$ cat src/hw/sdl_defines.svh
`ifndef SDL_DEFINES_SVH
`define SDL_DEFINES_SVH
`define SDL_WORD_BITS 16
`define SDL_MIDSCALE 16'h8000
`define SDL_SEG_BITS 4
`define SDL_SEG_COUNT 15
`define SDL_LADDER_BITS 12
`define SDL_SCLK_MAX_HZ 10000000
`define SDL_SYS_HZ 200000000
`define SDL_SCLK_MIN_SYS 4
`define SDL_SYNC_IDLE 5'h1F
`endif

$ cat src/hw/sdl_pkg.sv
package sdl_pkg;
	typedef struct packed {
		logic [14:0] segment_switch;
		logic [11:0] ladder_switch;
	} sdl_switch_s;
	typedef enum logic [1:0] {
		SDL_IDLE = 2'b00,
		SDL_SHIFT = 2'b01
	} sdl_state_e;
endpackage
$ cat src/hw/sdl_decoder.sv
`timescale 1ns/1ps
`include "sdl_defines.svh"
module sdl_decoder
	import sdl_pkg::*;
(
	input wire logic [15:0] code_i, // DAC code, straight binary
	output sdl_switch_s sw_o // Segment and ladder controls
);
	// ----------------------------------------
	// Thermometer and ladder decode
	// ----------------------------------------
	always_comb begin
		sw_o = '0;
		for (int k = 0; k < `SDL_SEG_COUNT; k++) begin
			sw_o.segment_switch[k] = (32'(code_i[15:12]) > k); // RULE11 RULE3
		end
		sw_o.ladder_switch = code_i[11:0]; // RULE12
	end
endmodule

$ cat src/hw/sdl_loader.sv
`timescale 1ns/1ps
`include "sdl_defines.svh"
// Summary of operation
// (RULE1) Input shift register is 16 bits, one bit per falling shift clock edge.
// (RULE2) Reset loads shift and DAC registers with midscale.
// (RULE3) Code is straight binary; zeros most negative, ones top minus LSB.
// (RULE4) Bits accepted only while frame select is low across the word.
// (RULE5) Serial input sampled on each falling shift clock edge.
// (RULE6) Host keeps frame select low until after the sixteenth fall.
// (RULE7) Frame end copies shift register into input register automatically.
// (RULE8) Load strobe low with frame select high loads DAC register.
// (RULE9) Strobe held low while shifting: load on frame select rise.
// (RULE10) Strobe high while shifting: load on strobe falling edge later.
// (RULE11) Top four code bits decode into 15 thermometer segment controls.
// (RULE12) Low twelve bits drive twelve ladder controls directly.
// (RULE13) Clock and data toggling with frame select high change nothing.
// (RULE14) Shift clock up to 10 MHz supported; host keeps below it.
// (RULE15) Frame shorter than sixteen falls is discarded.
// (RULE16) After clear, output stays zero until strobe next goes low; the code also releases it on a frame-end load with strobe held low.
// (RULE17) Power-down beats strobe and clear; registers still writable.
// (RULE18) Excess clocks push shifted-out bits onto serial output.
// (RULE19) Frame with strobe high reads DAC register on serial output.
module sdl_loader
	import sdl_pkg::*;
#(
	parameter int WORD_BITS = `SDL_WORD_BITS
) (
	input wire logic clk_sys_i, // System clock 200 MHz
	input wire logic resetn_i, // Async reset, active low
	input wire logic frame_sel_n_i, // Frame select, active low
	input wire logic shift_clk_i, // Host shift clock
	input wire logic serial_in_i, // Serial data in
	input wire logic load_output_n_i, // Load strobe, active low
	input wire logic output_clear_n_i, // Output clear, active low
	input wire logic power_down_n_i, // Power-down, active low
	output logic serial_out_o, // Serial out level
	output logic serial_out_oe_o, // Open-drain pull-down enable
	output logic output_zero_o, // Analog output forced to zero
	output logic [15:0] dac_code_o, // DAC register
	output sdl_switch_s switch_o // Switch controls
);
	// Sampling needs at least four system clocks per shift clock period
	localparam int SCLK_MIN_SYS = `SDL_SYS_HZ / `SDL_SCLK_MAX_HZ;
	// Datapath slices are fixed at the documented word; other sizes are refused
	if (WORD_BITS != `SDL_WORD_BITS || SCLK_MIN_SYS < `SDL_SCLK_MIN_SYS) begin
		$error("sdl_loader: unsupported configuration");
	end

	// ----------------------------------------
	// Input synchronisers
	// ----------------------------------------
	logic [4:0] sync1, sync2, sync3;
	// Idle-high reset levels keep a false edge from following reset
	always_ff @(posedge clk_sys_i or negedge resetn_i) begin
		if (!resetn_i) begin
			sync1 <= `SDL_SYNC_IDLE;
			sync2 <= `SDL_SYNC_IDLE;
			sync3 <= `SDL_SYNC_IDLE;
		end else begin
			sync1 <= {frame_sel_n_i, shift_clk_i, serial_in_i, load_output_n_i,
				output_clear_n_i};
			sync2 <= sync1;
			sync3 <= sync2;
		end
	end
	logic fs_n, sck, sdi, ld_n, clr_n, pd_n1, pd_n;
	assign {fs_n, sck, sdi, ld_n, clr_n} = sync2;
	wire sck_fall = sync3[3] & ~sck; // RULE5 RULE14
	wire fs_fall = sync3[4] & ~fs_n;
	wire fs_rise = ~sync3[4] & fs_n;
	wire ld_fall = sync3[1] & ~ld_n;
	wire clr_fall = sync3[0] & ~clr_n;
	always_ff @(posedge clk_sys_i or negedge resetn_i) begin
		if (!resetn_i) begin
			pd_n1 <= 1'b1;
			pd_n <= 1'b1;
		end else begin
			pd_n1 <= power_down_n_i;
			pd_n <= pd_n1;
		end
	end

	// ----------------------------------------
	// Frame and shift register
	// ----------------------------------------
	sdl_state_e state;
	logic [15:0] shreg, in_reg;
	logic [4:0] nbits;
	logic [15:0] dac;
	always_ff @(posedge clk_sys_i or negedge resetn_i) begin
		if (!resetn_i) begin
			state <= SDL_IDLE;
			shreg <= `SDL_MIDSCALE; // RULE2
			nbits <= '0;
		end else begin
			unique case (state)
				SDL_IDLE: begin
					if (fs_fall) begin // RULE4
						state <= SDL_SHIFT;
						nbits <= '0;
						shreg <= dac; // RULE19
					end
				end
				SDL_SHIFT: begin
					if (fs_n) begin
						state <= SDL_IDLE; // RULE13
					end else if (sck_fall) begin
						shreg <= {shreg[14:0], sdi}; // RULE1 RULE5 RULE18
						// Count saturates: extra clocks of a chained frame still end a word
						if (nbits != 5'(WORD_BITS))
							nbits <= nbits + 5'h01;
					end
				end
				default: state <= SDL_IDLE;
			endcase
		end
	end
	wire word_done = (state == SDL_SHIFT) && fs_n && (nbits == 5'(WORD_BITS));

	// ----------------------------------------
	// Input and DAC registers
	// ----------------------------------------
	logic sync_mode;
	always_ff @(posedge clk_sys_i or negedge resetn_i) begin
		if (!resetn_i) begin
			in_reg <= `SDL_MIDSCALE;
			sync_mode <= 1'b0;
		end else begin
			if (fs_fall)
				sync_mode <= ~ld_n; // RULE9 RULE10
			if (word_done)
				in_reg <= shreg; // RULE7 RULE15 RULE17
		end
	end
	logic [15:0] next_dac;
	logic load_ev;
	always_comb begin
		next_dac = dac;
		load_ev = 1'b0;
		if (word_done && sync_mode) begin
			next_dac = shreg; // RULE9
			load_ev = 1'b1;
		end else if (fs_n && ld_fall && state == SDL_IDLE) begin
			next_dac = in_reg; // RULE8 RULE10
			load_ev = 1'b1;
		end
	end
	always_ff @(posedge clk_sys_i or negedge resetn_i) begin
		if (!resetn_i)
			dac <= `SDL_MIDSCALE; // RULE2
		else
			dac <= next_dac; // RULE17
	end

	// ----------------------------------------
	// Output control
	// ----------------------------------------
	logic cleared;
	always_ff @(posedge clk_sys_i or negedge resetn_i) begin
		if (!resetn_i)
			cleared <= 1'b0;
		else if (!clr_n || clr_fall)
			cleared <= 1'b1; // RULE16
		else if (load_ev)
			cleared <= 1'b0; // RULE16
	end
	sdl_switch_s sw_dec;
	sdl_decoder u_dec (
		.code_i(dac),
		.sw_o(sw_dec)
	);
	always_ff @(posedge clk_sys_i or negedge resetn_i) begin
		if (!resetn_i) begin
			output_zero_o <= 1'b0;
			dac_code_o <= `SDL_MIDSCALE;
			switch_o <= '0;
			serial_out_o <= 1'b1;
			serial_out_oe_o <= 1'b0;
		end else begin
			output_zero_o <= !pd_n || !clr_n || cleared; // RULE17 RULE16
			dac_code_o <= dac;
			switch_o <= sw_dec; // RULE11 RULE12
			// Pull-down released in power-down to save current
			serial_out_o <= 1'b0;
			serial_out_oe_o <= pd_n && !shreg[15]; // RULE18 RULE19
		end
	end

	// ----------------------------------------
	// Checks
	// ----------------------------------------
	a_word_to_input: assert property (@(posedge clk_sys_i) disable iff (!resetn_i) // RULE7
		word_done |=> in_reg == $past(shreg)) else $error("input register missed word");
	a_short_discard: assert property (@(posedge clk_sys_i) disable iff (!resetn_i) // RULE15
		(state == SDL_SHIFT && fs_n && nbits != 5'(WORD_BITS)) |=> $stable(in_reg))
		else $error("short frame changed input register");
	a_idle_hold: assert property (@(posedge clk_sys_i) disable iff (!resetn_i) // RULE13
		(state == SDL_IDLE && fs_n && !fs_fall) |=> $stable(shreg))
		else $error("shift register moved while idle");
	a_shift_step: assert property (@(posedge clk_sys_i) disable iff (!resetn_i) // RULE5
		(state == SDL_SHIFT && !fs_n && sck_fall) |=> shreg == {$past(shreg[14:0]), $past(sdi)})
		else $error("shift step wrong");
	a_async_load: assert property (@(posedge clk_sys_i) disable iff (!resetn_i) // RULE8
		(state == SDL_IDLE && fs_n && ld_fall) |=> dac == $past(in_reg))
		else $error("strobe load missed");
	a_sync_load: assert property (@(posedge clk_sys_i) disable iff (!resetn_i) // RULE9
		(word_done && sync_mode) |=> dac == $past(shreg)) else $error("sync load missed");
	a_no_load: assert property (@(posedge clk_sys_i) disable iff (!resetn_i) // RULE10
		(!load_ev) |=> $stable(dac)) else $error("DAC register changed");
	a_seg_count: assert property (@(posedge clk_sys_i) disable iff (!resetn_i) // RULE11
		$countones(sw_dec.segment_switch) == int'(dac[15:12])) else $error("segment decode");
	a_pd_zero: assert property (@(posedge clk_sys_i) disable iff (!resetn_i) // RULE17
		!pd_n |=> output_zero_o && !serial_out_oe_o) else $error("power-down not zero");
	a_clear_hold: assert property (@(posedge clk_sys_i) disable iff (!resetn_i) // RULE16
		(cleared && !load_ev) |=> cleared) else $error("clear released early");
	c_full_word: cover property (@(posedge clk_sys_i) disable iff (!resetn_i) word_done);
	c_sync_load: cover property (@(posedge clk_sys_i) disable iff (!resetn_i)
		word_done && sync_mode);
	c_async_load: cover property (@(posedge clk_sys_i) disable iff (!resetn_i)
		load_ev && !word_done);
	c_clear: cover property (@(posedge clk_sys_i) disable iff (!resetn_i) clr_fall);
	c_short_frame: cover property (@(posedge clk_sys_i) disable iff (!resetn_i)
		fs_rise && state == SDL_SHIFT && nbits != 5'(WORD_BITS));
endmodule

$ cat config.mk
export PLATFORM = sky130hd
export DESIGN_NAME = sdl_loader
export DESIGN_NICKNAME = d
export VERILOG_FILES = /design/src/hw/sdl_pkg.sv /design/src/hw/sdl_decoder.sv /design/src/hw/sdl_loader.sv
export VERILOG_INCLUDE_DIRS = /design/src /design/src/hw
export SDC_FILE = /design/constraint.sdc
export NUM_CORES = 1
export LEC_CHECK = 0
export BUFFER_PORTS_ARGS = -buffer_cell sky130_fd_sc_hd__buf_2
export CAP_MARGIN = 20
export CELL_PAD_IN_SITES_DETAIL_PLACEMENT = 0
export CELL_PAD_IN_SITES_GLOBAL_PLACEMENT = 1
export CORE_ASPECT_RATIO = 0.5
export CORE_MARGIN = 8
export CORE_UTILIZATION = 35
export CTS_CLUSTER_SIZE = 8
export DETAILED_ROUTE_END_ITERATION = 8
export GPL_TIMING_DRIVEN = 0
export PLACE_DENSITY_LB_ADDON = 0.1
export SYNTH_ARGS = -nofsm -noshare
export SYNTH_HDL_FRONTEND = slang
export SYNTH_SLANG_ARGS = --single-unit
export TNS_END_PERCENT = 50
$ cat constraint.sdc
create_clock -name clk_sys_i -period 1.65 [get_ports clk_sys_i]
set_input_delay 0.33 -clock clk_sys_i [delete_from_list [all_inputs] [get_ports clk_sys_i]]
set_output_delay 0.33 -clock clk_sys_i [all_outputs]
set_load 0.005 [all_outputs]
Word-level counts from Yosys, hierarchy flattened
Cells that the tools add are included.
{"block": "op_classes", "n_addsub": 1, "n_reduce_logical": 19, "muxes": 18, "eq_ne": 8, "n_lt_le_gt_ge": 15, "bitwise": 8}
{"cell": "16-bit 2-to-1 mux", "count": 5}
{"cell": "16-bit one-hot mux with 2 select lines", "count": 1}
{"cell": "4-bit > comparator, second input constant", "count": 7}
{"cell": "5-bit 2-to-1 mux", "count": 4}
{"cell": "4-bit by 3-bit > comparator with 1-bit output, second input constant", "count": 4}
{"cell": "2-bit != test, second input constant", "count": 5}
{"cell": "5-bit one-hot mux with 2 select lines", "count": 1}
{"cell": "4-bit by 1-bit > comparator with 1-bit output, second input constant", "count": 2}
{"cell": "4-bit by 2-bit > comparator with 1-bit output, second input constant", "count": 2}
{"cell": "1-bit logical AND", "count": 6}
{"cell": "2-bit nonzero test", "count": 3}
{"cell": "5-bit by 1-bit adder with 5-bit output, second input constant", "count": 1}
{"cell": "5-bit == test, second input constant", "count": 1}
{"cell": "5-bit != test, second input constant", "count": 1}
{"cell": "5-bit AND reduction", "count": 1}
{"cell": "1-bit bitwise AND", "count": 4}
{"cell": "1-bit 2-to-1 mux", "count": 4}
{"cell": "2-bit 2-to-1 mux", "count": 2}
{"cell": "1-bit inverter", "count": 4}
{"cell": "2-bit one-hot mux with 2 select lines", "count": 1}
{"cell": "4-bit AND reduction", "count": 1}
{"cell": "1-bit zero test", "count": 3}
{"cell": "1-bit logical OR", "count": 3}
{"cell": "2-bit by 1-bit == test with 1-bit output, second input constant", "count": 1}
{"cell": "other kinds (2)", "count": 2}
{"block": "totals", "reg_bits": 120, "wordCells": 87, "input_bits": 8, "out_inout_bits": 46}

Longest topological paths before layout
{"block": "logic_depth", "depth_word": 8, "mapped_depth": 6}

Modules after synthesis
A second synthesis with hierarchy kept.
{"block": "hier_totals", "hier_cells": 318, "area_unflattened_um2": 4356.7}
{"mod": "sdl_loader", "instances": 1, "area_per_inst_um2": 4126.5, "seq_area_each_um2": 2952.8, "cells_each": 282}
{"mod": "sdl_decoder", "instances": 1, "area_per_inst_um2": 230.2, "seq_area_each_um2": 0.0, "cells_each": 36}

Worst setup path before layout
Ideal clock, no wire load.
{"block": "synth_path", "path_kind": "reg2reg", "startpoint": "reg sync2[4]", "endpoint": "reg dac[10]", "period_less_slack_ps": 1549, "t_required_ps": 1524, "slack_ps": 101, "arrival_ps": 1423, "stages_incl_launch_ff": 7, "setup_ps": 126, "n_path_buf": 3, "path_cell_list": "dfstp_2 > buf_6 > and4bb_2 > buf_4 > buf_6 > mux2i_1 > a21oi_1"}
{"block": "synth_via", "elab_chain_len": 4, "word_cells_on_any_way": 7, "classes_between": "mux (1); reduce/logical (6)"}
{"item": "start: declaration", "line": "sdl_loader.sv:52", "text": "logic [4:0] sync1, sync2, sync3;"}
{"item": "start signal: assignment", "line": "sdl_loader.sv:57", "text": "sync2 <= `SDL_SYNC_IDLE;"}
{"item": "start signal: assignment", "line": "sdl_loader.sv:62", "text": "sync2 <= sync1;"}
{"item": "1-bit logical AND (2 in series)", "line": "sdl_loader.sv:118", "text": "wire word_done = (state == SDL_SHIFT) && fs_n && (nbits == 5'(WORD_BITS));"}
{"item": "1-bit logical AND", "line": "sdl_loader.sv:140", "text": "if (word_done && sync_mode) begin"}
{"item": "16-bit 2-to-1 mux / 2-bit nonzero test (equally long branches)"}
{"item": "end signal: assignment", "line": "sdl_loader.sv:150", "text": "dac <= `SDL_MIDSCALE;"}
{"item": "end signal: assignment", "line": "sdl_loader.sv:152", "text": "dac <= next_dac;"}
{"item": "end: declaration", "line": "sdl_loader.sv:89", "text": "logic [15:0] dac;"}
Parallel ways exist; a longest one is shown, timed or not.
A chain may end at the register's enable or synchronous reset.

Worst setup path after layout
{"block": "layout_path", "startpoint": "reg state[0]", "endpoint": "reg in_reg[1]"}
{"block": "layout_via", "elab_chain_len": 3}
{"item": "start: declaration", "line": "sdl_loader.sv:86", "text": "sdl_state_e state;"}
{"item": "start signal: assignment", "line": "sdl_loader.sv:92", "text": "state <= SDL_IDLE;"}
{"item": "start signal: assignment", "line": "sdl_loader.sv:99", "text": "state <= SDL_SHIFT;"}
{"item": "start signal: assignment", "line": "sdl_loader.sv:106", "text": "state <= SDL_IDLE;"}
{"item": "2-bit by 1-bit == test with 1-bit output", "line": "sdl_loader.sv:118"}
{"item": "1-bit logical AND (2 in series)", "line": "sdl_loader.sv:118"}
{"item": "end signal: assignment", "line": "sdl_loader.sv:126", "text": "in_reg <= `SDL_MIDSCALE;"}
{"item": "end signal: assignment", "line": "sdl_loader.sv:132", "text": "in_reg <= shreg;"}
{"item": "end: declaration", "line": "sdl_loader.sv:87", "text": "logic [15:0] shreg, in_reg;"}
No other way between the ends.

==> flow_summary.ini <==
[sta]
clock_skew_ps = 2.86
hold_viol_final = 0
fin_crit_ps = 1580
rsz0062_at_grt = false
drv_slew = 0
fmax_mhz = 631
period_share_pct = 96.0
hold_ws_ps = 58.8
tightest_slew_ps = 751
finalSetupViolations = 0
relSlewSlack_pct = 49.9

[setup_path]
start_kind = flip-flop
critPathCaptureType = flip-flop
cp.arrival_ps = 1810
worstPathRequired_ps = 1870
critPathKind = flip-flop to flip-flop
path_max_fanout = 10

[routing]
num_vias = 2450
antenna_left = 0
drc = 0
drt_iter0_markers = 117
drt-total-wl_um = 8220
drtPass1Iterations = 5
wl_per_cell_um = 15.3
via_per_inst = 4.57

[floorplanning]
start_util_pct = 36.3
core-area_um2 = 11100
die_y_um = 92.0
rows = 27
die_area_um2 = 15500
pin_count = 54
die_x_um = 168

[finish]
largest_reg_flops = 26
nNetsFinal = 396
drive_gt1_share_pct = 38.9
area_delta_synth_final_pct = 23.1
antenna_cells = 0
regMostFlops = switch_o

[cts]
cts_max_level = 3
cts_buffers = 9
cts_tree = built
clock-root-buffer = clkbuf_16
cts.path.max_buffers = 2
clock_sinks = 105
path_clk_slew_ps = 70
insertion_delay_ps = 340

[pwr]
p_clk_share_pct = 39.6
p_total_uw = 5420
p_int_uw = 4140
swShare_pct = 23.6
vdd_ir_drop_max_uv = 499
combPwrFrac_pct = 7.5
p_leak_uw = 0.00250
seq_power_share_pct = 53.0
power_switching_uw = 1280
p_per_area_nw_per_um2 = 1090

[yosys]
ys_seq_elements = 105
yosysSeqAreaShare_pct = 65.5
synthesis.nets = 319
ys_types = 37
avgSynthCellArea_um2 = 13.1
ys_warn_count = 0
synthCells = 309
syn_area_um2 = 4050

[grt]
grt-ovfl-total = 0
grt_pass1_vias = 2503
grtUsageTotal_pct = 11.0
grt_max_degree = 60
grt_pass1_wl_um = 13400
antenna_found_initial = 0

[outcome]
outcome = completed

[placed_design]
post-dp-hpwl_um = 5400
port_buffers = 53
gp_congestion = 0.720

[min_path]
hp-class = primary input to asynchronous set/reset pin

[flow_run]
drv_cap = 0
power groups by stage:
stage,Clock [uW],Sequential [uW],Combinational [uW]
after floorplan,0,2880,261
after global placement,0,2910,370
after detailed placement,0,2920,389
after CTS,2210,2870,398
after global routing,2330,2900,454
final,2140,2870,404
worst max-delay path: stages, from the launching register on:
cell      delay [ps]
dfrtp_1          370
buf_6            140
and4bb_2         260
nand3_4          170
buf_8            180
mux2_2           340
cell usage after synthesis:
master	instances	area share (%)
o31a_1	1	0.22
mux2_2	16	4.5
o21ai_1	1	0.12
mux2i_1	34	8.4
nand2_1	11	1.0
and4bb_2	2	0.62
a21bo_2	1	0.25
nor2b_1	2	0.31
ha_1	2	0.62
nand2b_4	1	0.34
o22a_1	1	0.22
buf_6	4	1.1
a21o_1	1	0.19
nand3_1	3	0.37
nand3b_1	2	0.37
o31ai_1	1	0.19
nand2b_1	2	0.31
o41ai_2	1	0.40
a22o_1	1	0.22
nor2_1	38	3.5
o21a_1	3	0.56
dfrtp_1	85	53
o21ai_0	2	0.25
a21oi_4	1	0.40
buf_4	13	2.4
nand4_1	1	0.15
nand3b_2	1	0.28
conb_1	1	0.093
or3_1	1	0.15
buf_2	5	0.62
a21oi_1	33	4.1
inv_1	7	0.65
dfstp_2	20	13
nand3_4	1	0.43
and3_1	1	0.15
clkbuf_1	8	0.74
or4b_2	1	0.25
metrics by stage:
| step | TNS [ps] | util (%) | cells | setup WS [ps] | instance area [um^2] |
|---|---|---|---|---|---|
| 5_1_grt | 0 | 44.7 | 536 | 7.51 | 4980 |
| 2_1_floorplan | 0 | - | 309 | 101 | 4050 |
| 3_5_place_dp | -1340 | 40.6 | 508 | -92.1 | 4520 |
| 6_report | 0 | 44.7 | 536 | 65.7 | 4980 |
| 3_3_place_gp | -82310 | 40.3 | 507 | -887 | 4490 |
| 4_1_cts | 0 | 43.8 | 528 | 24.6 | 4880 |
layer usage:
layer  GRT usage (%)  wire length [um]  up-vias
met5               0                 0        -
li1                -                 -     1184
met1            14.3              3960     1209
met3            4.15               478        7
met4            3.10                57        0
met2            17.0              3730       50
kinds of logic after synthesis:
kind of cell    synth area share, %
compound gates                 7.08
flops                          65.5
simple gates                   8.28
buf+inv                        5.53
other cells                  0.0926
fa+ha+maj                     0.618
mux                            12.9
cell type report:
class                   instances  area (um^2)
inverters                       7         26.3
plain buffers                  30          235
clock inverters                 6         67.6
multi-input cells             167         1170
clock buffers                  10          239
fillers                      1049         6160
repair buffers                 66          407
well taps                     145          181
flip-flops and latches        105         2650
placed cells by master (no fill, tap or decap), drive strengths merged, types with 4 or more instances in the layout:
cell type   n
nor2       38
mux2       16
nand2      11
dfstp      20
mux2i      34
inv         7
nand3       4
clkbuf     20
dfrtp      85
buf        86
a21oi      34
path summary, 6_finish.rpt:
kind,start,to,slack [ps],cells after the start
max in group asynchronous,resetn_i,dac[15],850,2
setup / recovery,state[0],in_reg[1],70,5
hold / removal,resetn_i,switch_o[23],60,1
hold reg to reg,sync1[3],sync2[3],360,0
min in group clk_sys_i,power_down_n_i,pd_n1,90,1
setup reg to reg,state[0],in_reg[1],70,5
repair_timing:
item | in CTS | in global routing
hold buffers | 0 | 0
pin swaps | 1 | 4
gates cloned | 0 | 1
endpoints found under the setup margin | 26 | 23
buffers inserted | 4 | 7
gates resized for setup | 8 | 6
(Power assumes the default switching activity.)
